File: src/include/jfst_defines.vh
// Purpose: Register map, field positions, reset values and codes
// Assumes: 32-bit Wishbone word registers at byte offsets
// Notes:   Definitions only
`ifndef JFST_DEFINES_VH
`define JFST_DEFINES_VH

// ----------------------------------------------------------------------
// Register byte offsets
// ----------------------------------------------------------------------
`define JFST_ADR_SEL   8'h00
`define JFST_ADR_CFG   8'h04
`define JFST_ADR_TEST  8'h08
`define JFST_ADR_GATE  8'h0C
`define JFST_ADR_STAT  8'h10

// ----------------------------------------------------------------------
// Configuration fields
// ----------------------------------------------------------------------
`define JFST_CFG_OVERSAMPLE 0
`define JFST_CFG_MANUAL     1
`define JFST_CFG_ROUTE_LSB  2
`define JFST_CFG_DIFF       10
`define JFST_CFG_FLIP       11
`define JFST_CFG_REALIGN    12
`define JFST_CFG_WAIT       13
`define JFST_CFG_SKIP_EN    14
`define JFST_CFG_SKIP_LSB   15
`define JFST_CFG_DROP       19
`define JFST_CFG_SYNC_LSB   20
`define JFST_CFG_W          22

// ----------------------------------------------------------------------
// Test, gate and status fields
// ----------------------------------------------------------------------
`define JFST_TEST_SRC_LSB   0
`define JFST_TEST_INJ_LSB   4
`define JFST_TEST_WORD_LSB  16
`define JFST_GATE_EN_BIT    8
`define JFST_ST_ALIGNED     0
`define JFST_ST_PHASE_ERR   1
`define JFST_ST_CGS         2
`define JFST_ST_SYNC        3

// ----------------------------------------------------------------------
// Reset values
// ----------------------------------------------------------------------
`define JFST_SEL_RST   3'h7
`define JFST_GATE_RST  3'h7
`define JFST_CFG_RST   22'h00_0000
`define JFST_TEST_RST  32'h0000_0000

// ----------------------------------------------------------------------
// Data sources and injection points
// ----------------------------------------------------------------------
`define JFST_SRC_CONV     4'h0
`define JFST_SRC_CHECKER  4'h1
`define JFST_SRC_TOGGLE   4'h2
`define JFST_SRC_PRBS31   4'h3
`define JFST_SRC_PRBS23   4'h4
`define JFST_SRC_PRBS15   4'h5
`define JFST_SRC_PRBS9    4'h6
`define JFST_SRC_PRBS7    4'h7
`define JFST_SRC_RAMP     4'h8
`define JFST_SRC_LOOP     4'h9
`define JFST_SRC_SINGLE   4'hA
`define JFST_INJ_FRONT    2'h0
`define JFST_INJ_SERDES   2'h1
`define JFST_INJ_ROUTE    2'h2
`define JFST_CHECKER_WORD 16'hAAAA
`define JFST_PRBS_SEED    31'h7FFF_FFFF

`endif

File: src/core/jfst_framer_ctrl.v
// Purpose: Framer control for up to three transmit framers
// Assumes: Wishbone classic slave, one clock, link_up_i on same clock
// Notes:   Lanes are four 4-bit nibbles of a 16-bit word per framer
//
// Implementation choices: the Wishbone slave port and the register addresses.
`timescale 1ns/100ps
`include "jfst_defines.vh"

module jfst_framer_ctrl #(
  parameter         NFR         = 3,
  parameter [7:0]   LMFC_PERIOD = 8'h20,
  parameter [7:0]   LEMC_PERIOD = 8'h80
) (
  input  wire             clk_i,
  input  wire             rst_i,
  input  wire             wb_cyc_i,
  input  wire             wb_stb_i,
  input  wire             wb_we_i,
  input  wire [7:0]       wb_adr_i,
  input  wire [3:0]       wb_sel_i,
  input  wire [31:0]      wb_dat_i,
  output wire [31:0]      wb_dat_o,
  output wire             wb_ack_o,
  input  wire             sysref_pin_i,
  input  wire             mcs_done_i,
  input  wire [NFR-1:0]   link_up_i,
  input  wire [NFR-1:0]   pad_required_i,
  input  wire [2:0]       sync_cmos_i,
  input  wire [2:0]       sync_lvds_i,
  input  wire [NFR*16-1:0] conv_data_i,
  output wire [NFR*16-1:0] lane_data_o,
  output wire [NFR-1:0]   lmfc_pulse_o,
  output wire [NFR-1:0]   lemc_pulse_o,
  output wire [NFR-1:0]   cgs_enable_o,
  output wire [NFR-1:0]   bit_repeat_o,
  output wire [NFR-1:0]   oversample_o
);

  localparam [7:0] LMFC_LAST = LMFC_PERIOD - 8'h01;
  localparam [7:0] LEMC_LAST = LEMC_PERIOD - 8'h01;

  // ----------------------------------------------------------------------
  // Helpers
  // ----------------------------------------------------------------------
  function [31:0] bmerge;
    input [31:0] old_v;
    input [31:0] new_v;
    input [3:0]  sel;
    integer b;
    begin
      bmerge = old_v;
      for (b = 0; b < 4; b = b + 1) begin
        if (sel[b])
          bmerge[b*8 +: 8] = new_v[b*8 +: 8];
      end
    end
  endfunction

  // Sixteen PRBS steps per word; returns {word, state}
  function [46:0] prbs16;
    input [30:0] s;
    input [3:0]  code;
    reg   [30:0] t;
    reg   [15:0] w;
    reg          fb;
    integer k;
    begin
      t = s;
      w = 16'h0000;
      for (k = 0; k < 16; k = k + 1) begin
        case (code)
          `JFST_SRC_PRBS31: fb = t[30] ^ t[27];
          `JFST_SRC_PRBS23: fb = t[22] ^ t[17];
          `JFST_SRC_PRBS15: fb = t[14] ^ t[13];
          `JFST_SRC_PRBS9:  fb = t[8] ^ t[4];
          default:          fb = t[6] ^ t[5];
        endcase
        t = {t[29:0], fb};
        w = {w[14:0], fb};
      end
      prbs16 = {w, t};
    end
  endfunction

  // ----------------------------------------------------------------------
  // Pin synchronisers
  // ----------------------------------------------------------------------
  reg [2:0] sr_sync_reg;
  reg [2:0] cmos_s1_reg;
  reg [2:0] cmos_s2_reg;
  reg [2:0] lvds_s1_reg;
  reg [2:0] lvds_s2_reg;
  wire      sr_edge;

  always @(posedge clk_i) begin
    if (rst_i) begin
      sr_sync_reg <= 3'h0;
      cmos_s1_reg <= 3'h0;
      cmos_s2_reg <= 3'h0;
      lvds_s1_reg <= 3'h0;
      lvds_s2_reg <= 3'h0;
    end else begin
      sr_sync_reg <= {sr_sync_reg[1:0], sysref_pin_i};
      cmos_s1_reg <= sync_cmos_i;
      cmos_s2_reg <= cmos_s1_reg;
      lvds_s1_reg <= sync_lvds_i;
      lvds_s2_reg <= lvds_s1_reg;
    end
  end

  assign sr_edge = sr_sync_reg[1] & ~sr_sync_reg[2];

  // ----------------------------------------------------------------------
  // Wishbone slave and shared registers
  // ----------------------------------------------------------------------
  reg  [NFR-1:0]   sel_reg;
  reg  [NFR-1:0]   gate_reg;
  reg              ack_reg;
  reg  [31:0]      dat_reg;
  reg  [31:0]      rd_next;
  reg  [NFR-1:0]   gate_next;
  wire             wr;
  wire             wr_cfg;
  wire             wr_test;
  wire             wr_stat;
  wire [NFR*32-1:0] cfg_all;
  wire [NFR*32-1:0] test_all;
  wire [NFR*4-1:0]  stat_all;
  wire [NFR-1:0]    gate_mask;
  integer          ri;
  integer          rd_idx;

  assign wr      = wb_cyc_i & wb_stb_i & wb_we_i & ~ack_reg;
  assign wr_cfg  = wr & (wb_adr_i == `JFST_ADR_CFG);
  assign wr_test = wr & (wb_adr_i == `JFST_ADR_TEST);
  assign wr_stat = wr & (wb_adr_i == `JFST_ADR_STAT);
  assign gate_mask = wb_dat_i[NFR-1:0];

  always @* begin
    gate_next = gate_reg;
    if (wr && wb_adr_i == `JFST_ADR_GATE && wb_sel_i[0] && wb_sel_i[1]) begin
      if (wb_dat_i[`JFST_GATE_EN_BIT])
        gate_next = gate_reg | gate_mask;
      else
        gate_next = gate_reg & ~gate_mask;
    end
  end

  always @* begin
    rd_idx = 0;
    for (ri = NFR - 1; ri >= 0; ri = ri - 1) begin
      if (sel_reg[ri])
        rd_idx = ri;
    end
    rd_next = 32'h0000_0000;
    case (wb_adr_i)
      `JFST_ADR_SEL:  rd_next[NFR-1:0] = sel_reg;
      `JFST_ADR_CFG:  rd_next = cfg_all[rd_idx*32 +: 32];
      `JFST_ADR_TEST: rd_next = test_all[rd_idx*32 +: 32];
      `JFST_ADR_GATE: rd_next[NFR-1:0] = gate_reg;
      `JFST_ADR_STAT: rd_next[NFR*4-1:0] = stat_all;
      default:        rd_next = 32'h0000_0000;
    endcase
  end

  always @(posedge clk_i) begin
    if (rst_i) begin
      sel_reg  <= `JFST_SEL_RST;
      gate_reg <= `JFST_GATE_RST;
      ack_reg  <= 1'b0;
      dat_reg  <= 32'h0000_0000;
    end else begin
      ack_reg  <= wb_cyc_i & wb_stb_i & ~ack_reg;
      dat_reg  <= rd_next;
      gate_reg <= gate_next;
      if (wr && wb_adr_i == `JFST_ADR_SEL && wb_sel_i[0])
        sel_reg <= wb_dat_i[NFR-1:0];
    end
  end

  assign wb_ack_o = ack_reg;
  assign wb_dat_o = dat_reg;

  // ----------------------------------------------------------------------
  // Per-framer logic
  // ----------------------------------------------------------------------
  genvar i;
  generate
    for (i = 0; i < NFR; i = i + 1) begin : fr
      reg  [`JFST_CFG_W-1:0] cfg_reg;
      reg  [31:0] test_reg;
      reg  [3:0]  skip_cnt_reg;
      reg         aligned_reg;
      reg         perr_reg;
      reg  [7:0]  lmfc_cnt_reg;
      reg  [7:0]  lemc_cnt_reg;
      reg         link_d_reg;
      reg         gate_d_reg;
      reg         lmfc_p_reg;
      reg         lemc_p_reg;
      reg         cgs_reg;
      reg         sync_lvl_reg;
      reg         brep_reg;
      reg         ovs_reg;
      reg  [30:0] prbs_reg;
      reg  [15:0] ramp_reg;
      reg         tog_reg;
      reg         once_reg;
      reg  [15:0] mid_reg;
      reg  [15:0] lane_reg;
      reg  [15:0] gen;
      reg  [15:0] routed;
      reg  [1:0]  pick;
      reg         sync_mux;
      integer     j;
      wire [31:0] cfg_wide;
      wire [31:0] cfg_merge;
      wire [46:0] prbs_nx;
      wire [3:0]  src;
      wire [1:0]  inj;
      wire        test_on;
      wire        at_serdes;
      wire        at_route;
      wire        at_front;
      wire [15:0] front;
      wire        link_up;
      wire        link_rise;
      wire        gate_rise;
      wire        q_edge;
      wire        align;
      wire [3:0]  target;
      wire        sel_me;
      wire        perr_clr;
      wire [1:0]  sync_sel;

      assign sel_me   = sel_reg[i];
      assign cfg_wide = {{(32-`JFST_CFG_W){1'b0}}, cfg_reg};
      assign cfg_merge = bmerge(cfg_wide, wb_dat_i, wb_sel_i);
      assign src      = test_reg[`JFST_TEST_SRC_LSB +: 4];
      assign inj      = test_reg[`JFST_TEST_INJ_LSB +: 2];
      assign link_up  = link_up_i[i];
      assign link_rise = link_up & ~link_d_reg;
      assign gate_rise = gate_reg[i] & ~gate_d_reg;

      assign q_edge = sr_edge & gate_reg[i] & mcs_done_i &
                      ~(cfg_reg[`JFST_CFG_DROP] & link_up);

      assign target = cfg_reg[`JFST_CFG_SKIP_EN] ?
                      cfg_reg[`JFST_CFG_SKIP_LSB +: 4] : 4'h0;
      assign align  = q_edge & ~aligned_reg & (skip_cnt_reg == target);

      assign perr_clr = wr_stat & wb_sel_i[0] &
                        wb_dat_i[i*4 + `JFST_ST_PHASE_ERR];

      always @(posedge clk_i) begin
        if (rst_i) begin
          cfg_reg  <= `JFST_CFG_RST;
          test_reg <= `JFST_TEST_RST;
        end else begin
          if (wr_cfg && sel_me)
            cfg_reg <= cfg_merge[`JFST_CFG_W-1:0];
          if (wr_test && sel_me)
            test_reg <= bmerge(test_reg, wb_dat_i, wb_sel_i);
        end
      end

      always @(posedge clk_i) begin
        if (rst_i) begin
          skip_cnt_reg <= 4'h0;
          aligned_reg  <= 1'b0;
          perr_reg     <= 1'b0;
          lmfc_cnt_reg <= 8'h00;
          lemc_cnt_reg <= 8'h00;
          link_d_reg   <= 1'b0;
          gate_d_reg   <= 1'b0;
          lmfc_p_reg   <= 1'b0;
          lemc_p_reg   <= 1'b0;
          cgs_reg      <= 1'b0;
        end else begin
          link_d_reg <= link_up;
          gate_d_reg <= gate_reg[i];
          if (gate_rise || link_rise)
            skip_cnt_reg <= 4'h0;
          else if (q_edge && !aligned_reg && !align &&
                   skip_cnt_reg != 4'hF)
            skip_cnt_reg <= skip_cnt_reg + 4'h1;
          if (link_rise && cfg_reg[`JFST_CFG_REALIGN])
            aligned_reg <= 1'b0;
          else if (align)
            aligned_reg <= 1'b1;
          if (q_edge && aligned_reg && lmfc_cnt_reg != 8'h00)
            perr_reg <= 1'b1;
          else if (perr_clr)
            perr_reg <= 1'b0;
          if (align) begin
            lmfc_cnt_reg <= 8'h01;
            lemc_cnt_reg <= 8'h01;
          end else begin
            lmfc_cnt_reg <= (lmfc_cnt_reg == LMFC_LAST) ? 8'h00 :
                            lmfc_cnt_reg + 8'h01;
            lemc_cnt_reg <= (lemc_cnt_reg == LEMC_LAST) ? 8'h00 :
                            lemc_cnt_reg + 8'h01;
          end
          lmfc_p_reg <= aligned_reg & (lmfc_cnt_reg == LMFC_LAST);
          lemc_p_reg <= aligned_reg & (lemc_cnt_reg == LEMC_LAST);
          cgs_reg <= cfg_reg[`JFST_CFG_WAIT] ? aligned_reg : 1'b1;
        end
      end

      // ------------------------------------------------------------------
      // Sync input receiver
      // ------------------------------------------------------------------
      assign sync_sel = cfg_reg[`JFST_CFG_SYNC_LSB +: 2];

      always @* begin
        case (sync_sel)
          2'h1: pick = 2'h1;
          2'h2: pick = 2'h2;
          default: pick = 2'h0;
        endcase
        if (cfg_reg[`JFST_CFG_DIFF])
          sync_mux = lvds_s2_reg[pick] ^ cfg_reg[`JFST_CFG_FLIP];
        else
          sync_mux = cmos_s2_reg[pick];
      end

      always @(posedge clk_i) begin
        if (rst_i) begin
          sync_lvl_reg <= 1'b0;
          brep_reg     <= 1'b0;
          ovs_reg      <= 1'b0;
        end else begin
          sync_lvl_reg <= sync_mux;
          brep_reg <= pad_required_i[i] & ~cfg_reg[`JFST_CFG_OVERSAMPLE];
          ovs_reg  <= pad_required_i[i] & cfg_reg[`JFST_CFG_OVERSAMPLE];
        end
      end

      // ------------------------------------------------------------------
      // Test data generator
      // ------------------------------------------------------------------
      assign prbs_nx = prbs16(prbs_reg, src);

      always @* begin
        case (src)
          `JFST_SRC_CONV:    gen = conv_data_i[i*16 +: 16];
          `JFST_SRC_CHECKER: gen = `JFST_CHECKER_WORD;
          `JFST_SRC_TOGGLE:  gen = {16{tog_reg}};
          `JFST_SRC_PRBS31,
          `JFST_SRC_PRBS23,
          `JFST_SRC_PRBS15,
          `JFST_SRC_PRBS9,
          `JFST_SRC_PRBS7:   gen = prbs_nx[46:31];
          `JFST_SRC_RAMP:    gen = ramp_reg;
          `JFST_SRC_LOOP:    gen = test_reg[`JFST_TEST_WORD_LSB +: 16];
          `JFST_SRC_SINGLE:  gen = once_reg ? 16'h0000 :
                                   test_reg[`JFST_TEST_WORD_LSB +: 16];
          default:           gen = 16'h0000;
        endcase
      end

      always @(posedge clk_i) begin
        if (rst_i || (wr_test && sel_me)) begin
          prbs_reg <= `JFST_PRBS_SEED;
          ramp_reg <= 16'h0000;
          tog_reg  <= 1'b0;
          once_reg <= 1'b0;
        end else begin
          prbs_reg <= prbs_nx[30:0];
          ramp_reg <= ramp_reg + 16'h0001;
          tog_reg  <= ~tog_reg;
          once_reg <= 1'b1;
        end
      end

      // ------------------------------------------------------------------
      // Injection and lane routing
      // ------------------------------------------------------------------
      // test source replaces converter
      assign test_on   = (src != `JFST_SRC_CONV);
      assign at_serdes = test_on & (inj == `JFST_INJ_SERDES);
      assign at_route  = test_on & (inj == `JFST_INJ_ROUTE);
      assign at_front  = test_on & ~at_serdes & ~at_route;
      assign front = at_front ? gen : conv_data_i[i*16 +: 16];

      always @* begin
        routed = 16'h0000;
        for (j = 0; j < 4; j = j + 1) begin
          if (cfg_reg[`JFST_CFG_MANUAL])
            routed[j*4 +: 4] =
              front[cfg_reg[`JFST_CFG_ROUTE_LSB + j*2 +: 2]*4 +: 4];
          else
            routed[j*4 +: 4] = front[j*4 +: 4];
        end
      end

      always @(posedge clk_i) begin
        if (rst_i) begin
          mid_reg  <= 16'h0000;
          lane_reg <= 16'h0000;
        end else begin
          mid_reg  <= at_route ? gen : routed;
          lane_reg <= at_serdes ? gen : mid_reg;
        end
      end

      assign cfg_all[i*32 +: 32]   = cfg_wide;
      assign test_all[i*32 +: 32]  = test_reg;
      assign stat_all[i*4 +: 4]    = {sync_lvl_reg, cgs_reg,
                                      perr_reg, aligned_reg};
      assign lane_data_o[i*16 +: 16] = lane_reg;
      assign lmfc_pulse_o[i]  = lmfc_p_reg;
      assign lemc_pulse_o[i]  = lemc_p_reg;
      assign cgs_enable_o[i]  = cgs_reg;
      assign bit_repeat_o[i]  = brep_reg;
      assign oversample_o[i]  = ovs_reg;
    end
  endgenerate

endmodule // jfst_framer_ctrl

File: config.mk
export PLATFORM = sky130hd
export DESIGN_NAME = jfst_framer_ctrl
export DESIGN_NICKNAME = d
export VERILOG_FILES = /design/src/core/jfst_framer_ctrl.v
export VERILOG_INCLUDE_DIRS = /design/src /design/src/include
export SDC_FILE = /design/constraint.sdc
export NUM_CORES = 2
export LEC_CHECK = 0
export BUFFER_PORTS_ARGS = -buffer_cell sky130_fd_sc_hd__buf_2
export CAP_MARGIN = 20
export CORE_UTILIZATION = 30
export DETAILED_ROUTE_END_ITERATION = 10
export GPL_ROUTABILITY_DRIVEN = 0
export GPL_TIMING_DRIVEN = 1
export PLACE_DENSITY = 0.45
export SLEW_MARGIN = 15
export SYNTH_ARGS = -nofsm -noshare
export SYNTH_HDL_FRONTEND = slang
export SYNTH_SLANG_ARGS = --single-unit
File: constraint.sdc
create_clock -name clk_i -period 5.6 [get_ports clk_i]
set_input_delay 0.28 -clock clk_i [delete_from_list [all_inputs] [get_ports clk_i]]
set_output_delay 0.28 -clock clk_i [all_outputs]
set_load 0.01 [all_outputs]
==> metrics.md <==
| Metric | Value |
|---|---|
| Status | finished, final reports clean |
| Cells along the critical path | and3b_1 -> o21bai_2 -> a211oi_4 -> mux2i_1 -> mux2i_1 -> nor2_1 -> a211oi_1 -> mux2i_1 -> mux2i_1 -> nand3b_1 -> a21oi_1 |
| Clock Latency Late Sink | 0.66 ns |
| Maximum VDD drop | 207 uV |
| Final hold vios | 0 |
| Worst flop-to-flop path endpoint | fr[2].mid_reg[9]$_SDFF_PP0_ |
| Startpoint Class | register |
| Dominant synthesized flop cell | dfxtp_1 |
| Number of core rows | 114 |
| Comb power frac | 24.1% |
| Pin count of the biggest net entering global routing | 104 |
| Synthesized net count | 3833 |
| RSZ-0062 raised after global routing | false |
| Initial antenna violation count | 10 |
| Most common cell in the synthesized netlist | dfxtp_1 |
| Hold Buf Count CTS | 38 |
| List of most frequent post-synthesis cells | dfxtp_1, nand2_1, nor2_1 |
| Hold path depth | 3 |
| GRT Resource Usage Total | 23.3% |
| Critical path data arrival time | 4.82 ns |
| Synth top area share | 37.2% |
| Largest cells by area after synthesis | dfxtp_1, nand2_1, a21oi_1 |
| DRT Pass-1 Iters | 5 |
| Post-DR wirelength/cell | 23.3 um |
| Maximum clock frequency | 235 MHz |
| P_int | 0.00850 W |
| Setup Fix Bufs, Post-CTS | 0 |
| Input/output buffers | 206 |
| Total Power | 0.0128 W |
| Cell at the slowest stage of the critical path | dfxtp_1 |
| Clock slew at reported path FFs | 0.06 ns |
| Die Span Y | 316 um |
| Clock Skew | 0.0402 ns |
| CTS resizes | 0 |
| Final Cycle Share | 75.9% |
| Num CTS Buffers | 70 |
| Root Driver | clkbuf_16 |
| Synthesis-to-finish area growth | 16.1% |
| MaxCap Viol Count | 0 |
| Die W | 316 um |
| Mapped Cells | 3707 |
| Final hold slack | 0.0458 ns |
| Worst setup EP type | register |
| Clock sink count | 549 |
| Clock network power share | 38.6% |
| Max reg flops | 96 |
| Post-synthesis sequential area ratio | 37.2% |
| # IOs | 207 |
| Max-slew headroom | 26.6% |
| Iter 0 DRT Violations | 3014 |
| Hold Path Origin | wb_dat_i[16] |
| Max FO, Critical Path | 25 |
| CP max stage delay | 0.92 ns |
| Pins Over Slew Limit | 0 |
| Vias after detailed routing | 28300 |
| Pwr dens | 372 nW/um2 |
| Post-synth EDFFs | 0 |
| Vias/cell | 5.53 |
| Sink of the worst hold path | fr[2].test_reg[16]$_SDFFE_PP0P_ |
| HPWL after DPL | 86800 um |
| Worst hold-check path type | in2reg |
| Final setup viols | 0 |
| Core area | 97100 um2 |
| Routed Antenna Nets | 0 |
| CTS tree | yes |
| Final Critical Period | 4.25 ns |
| Flops & latches, synth | 549 |
| Share of cells above drive strength 1 | 12.6% |
| Worst-margin pin slew | 1.09 ns |
| Max H-tree Level | 3 |
| Deepest clock path buffer count | 3 |
| Yosys cell types | 109 |
| Net Sw Frac | 33.4% |
| Syn avg cell area | 7.97 um2 |
| R2r startpoint | fr[2].test_reg[1]$_SDFFE_PP0P_ |
| Vias in the first global route | 26400 |
| Grt ovf | 0 |
| R2R depth | 11 |
| Post-synth top area cell | dfxtp_1 |
| P_sw | 0.00427 W |
| Reg2Reg Setup Slack | 1.35 ns |
| Die area | 99800 um2 |
| Flop pwr share | 37.2% |
| Total length of routed wires | 119000 um |
| Layout net count | 3897 |
| Leak | 13.0 nW |
| TNS Setup | 0 ns |
| Synth Cell Area | 29600 um2 |
| Post-synth ARST share | 0% |
| Most Frequent Cell on Critical Path | mux2i_1 |
| CP Class | reg2reg |
| Starting Density | 30.4% |
| DRC | 0 |
| First-pass GRT wire length | 177000 um |
| Yosys warning total | 0 |
| WP data required | 6.17 ns |
==> power by group through the flow <==
stage	sequential, W	combinational, W	clock [W]
after floorplan	0.00441	0.00251	0
final	0.00476	0.00308	0.00494
after global routing	0.00479	0.00332	0.00521
after detailed placement	0.00483	0.00298	0
after global placement	0.00484	0.00302	0
after CTS	0.00475	0.00302	0.00506
==> metrics by stage <==
step	setup WS [ns]	cell area [um2]	util, %	cells
3_5_place_dp	1.49	31400	32.4	4937
2_1_floorplan	2.59	29600	-	3707
3_3_place_gp	1.52	31400	32.4	4936
4_1_cts	1.46	34300	35.3	5103
6_report	1.35	34300	35.3	5106
5_1_grt	1.08	34300	35.3	5104
==> layer usage <==
metal  track usage [%]  wire length, um
met5                 0               82
met1              33.1            55000
met2              35.8            52400
met3              4.26             8230
met4              6.73             3360
==> cells by family (layout without fill, tap and decap cells) <==
family	after synthesis	after routing	share of synthesized area, %
flops	549	549	37.2
xor+xnor	289	289	8.56
compound gates	926	926	21.5
simple gates	1454	1454	23.2
other cells	0	3	0
mux	119	119	4.09
buf+inv	355	475	4.88
fa+ha+maj	15	15	0.635
==> how the worst max path moves through the flow <==
stage                                    from                            to  slack [ns]  depth (start not counted)
6_report       fr[2].test_reg[1]$_SDFFE_PP0P_   fr[2].mid_reg[9]$_SDFF_PP0_        1.35                         11
5_1_grt        fr[1].test_reg[0]$_SDFFE_PP0P_  fr[1].mid_reg[13]$_SDFF_PP0_        1.08                         12
4_1_cts        fr[1].test_reg[0]$_SDFFE_PP0P_   fr[1].mid_reg[5]$_SDFF_PP0_        1.46                         12
3_5_place_dp   fr[1].test_reg[0]$_SDFFE_PP0P_   fr[1].mid_reg[5]$_SDFF_PP0_        1.49                         12
3_3_place_gp   fr[0].test_reg[2]$_SDFFE_PP0P_  fr[0].mid_reg[10]$_SDFF_PP0_        1.52                         13
2_1_floorplan  fr[2].test_reg[0]$_SDFFE_PP0P_   fr[2].mid_reg[5]$_SDFF_PP0_        2.59                         13
==> worst max-delay path: cells and delay by family (launching register included) <==
family	cells	cell delay (ns)
AO/OA/AOI/OAI	4	1.54
flip-flops	1	0.92
multiplexers	4	1.19
AND/OR/NAND/NOR	3	0.52
==> placed cells by master (no fill, tap or decap), drive strengths merged, types with 25 or more instances in the layout <==
cell,Yosys,routed
and3,35,35
o211ai,25,25
dlygate4sd3,0,38
buf,70,262
o22ai,46,46
xor2,137,137
xnor2,152,152
a21oi,293,293
a22oi,50,50
nand3,206,206
or3,68,68
dfxtp,549,549
nand2b,27,27
nor2b,54,54
a211oi,45,45
a221oi,70,70
mux2i,104,104
a221o,29,29
nand2,501,501
nor2,360,360
and2,28,28
o21ai,150,150
nor3,62,62
inv,45,52
clkbuf,238,95
==> layout make-up <==
| type | count | area [um2] |
|---|---|---|
| Multi-Input combinational cell | 2803 | 17200 |
| Sequential cell | 549 | 11000 |
| Tap cell | 1276 | 1600 |
| Clock buffer | 95 | 2000 |
| Clock inverter | 33 | 495 |
| Inverter | 47 | 176 |
| Antenna cell | 3 | 7.51 |
| Timing Repair Buffer | 300 | 1850 |
| Fill cell | 10200 | 62800 |
Note: power is estimated with default switching activity, not from simulation.
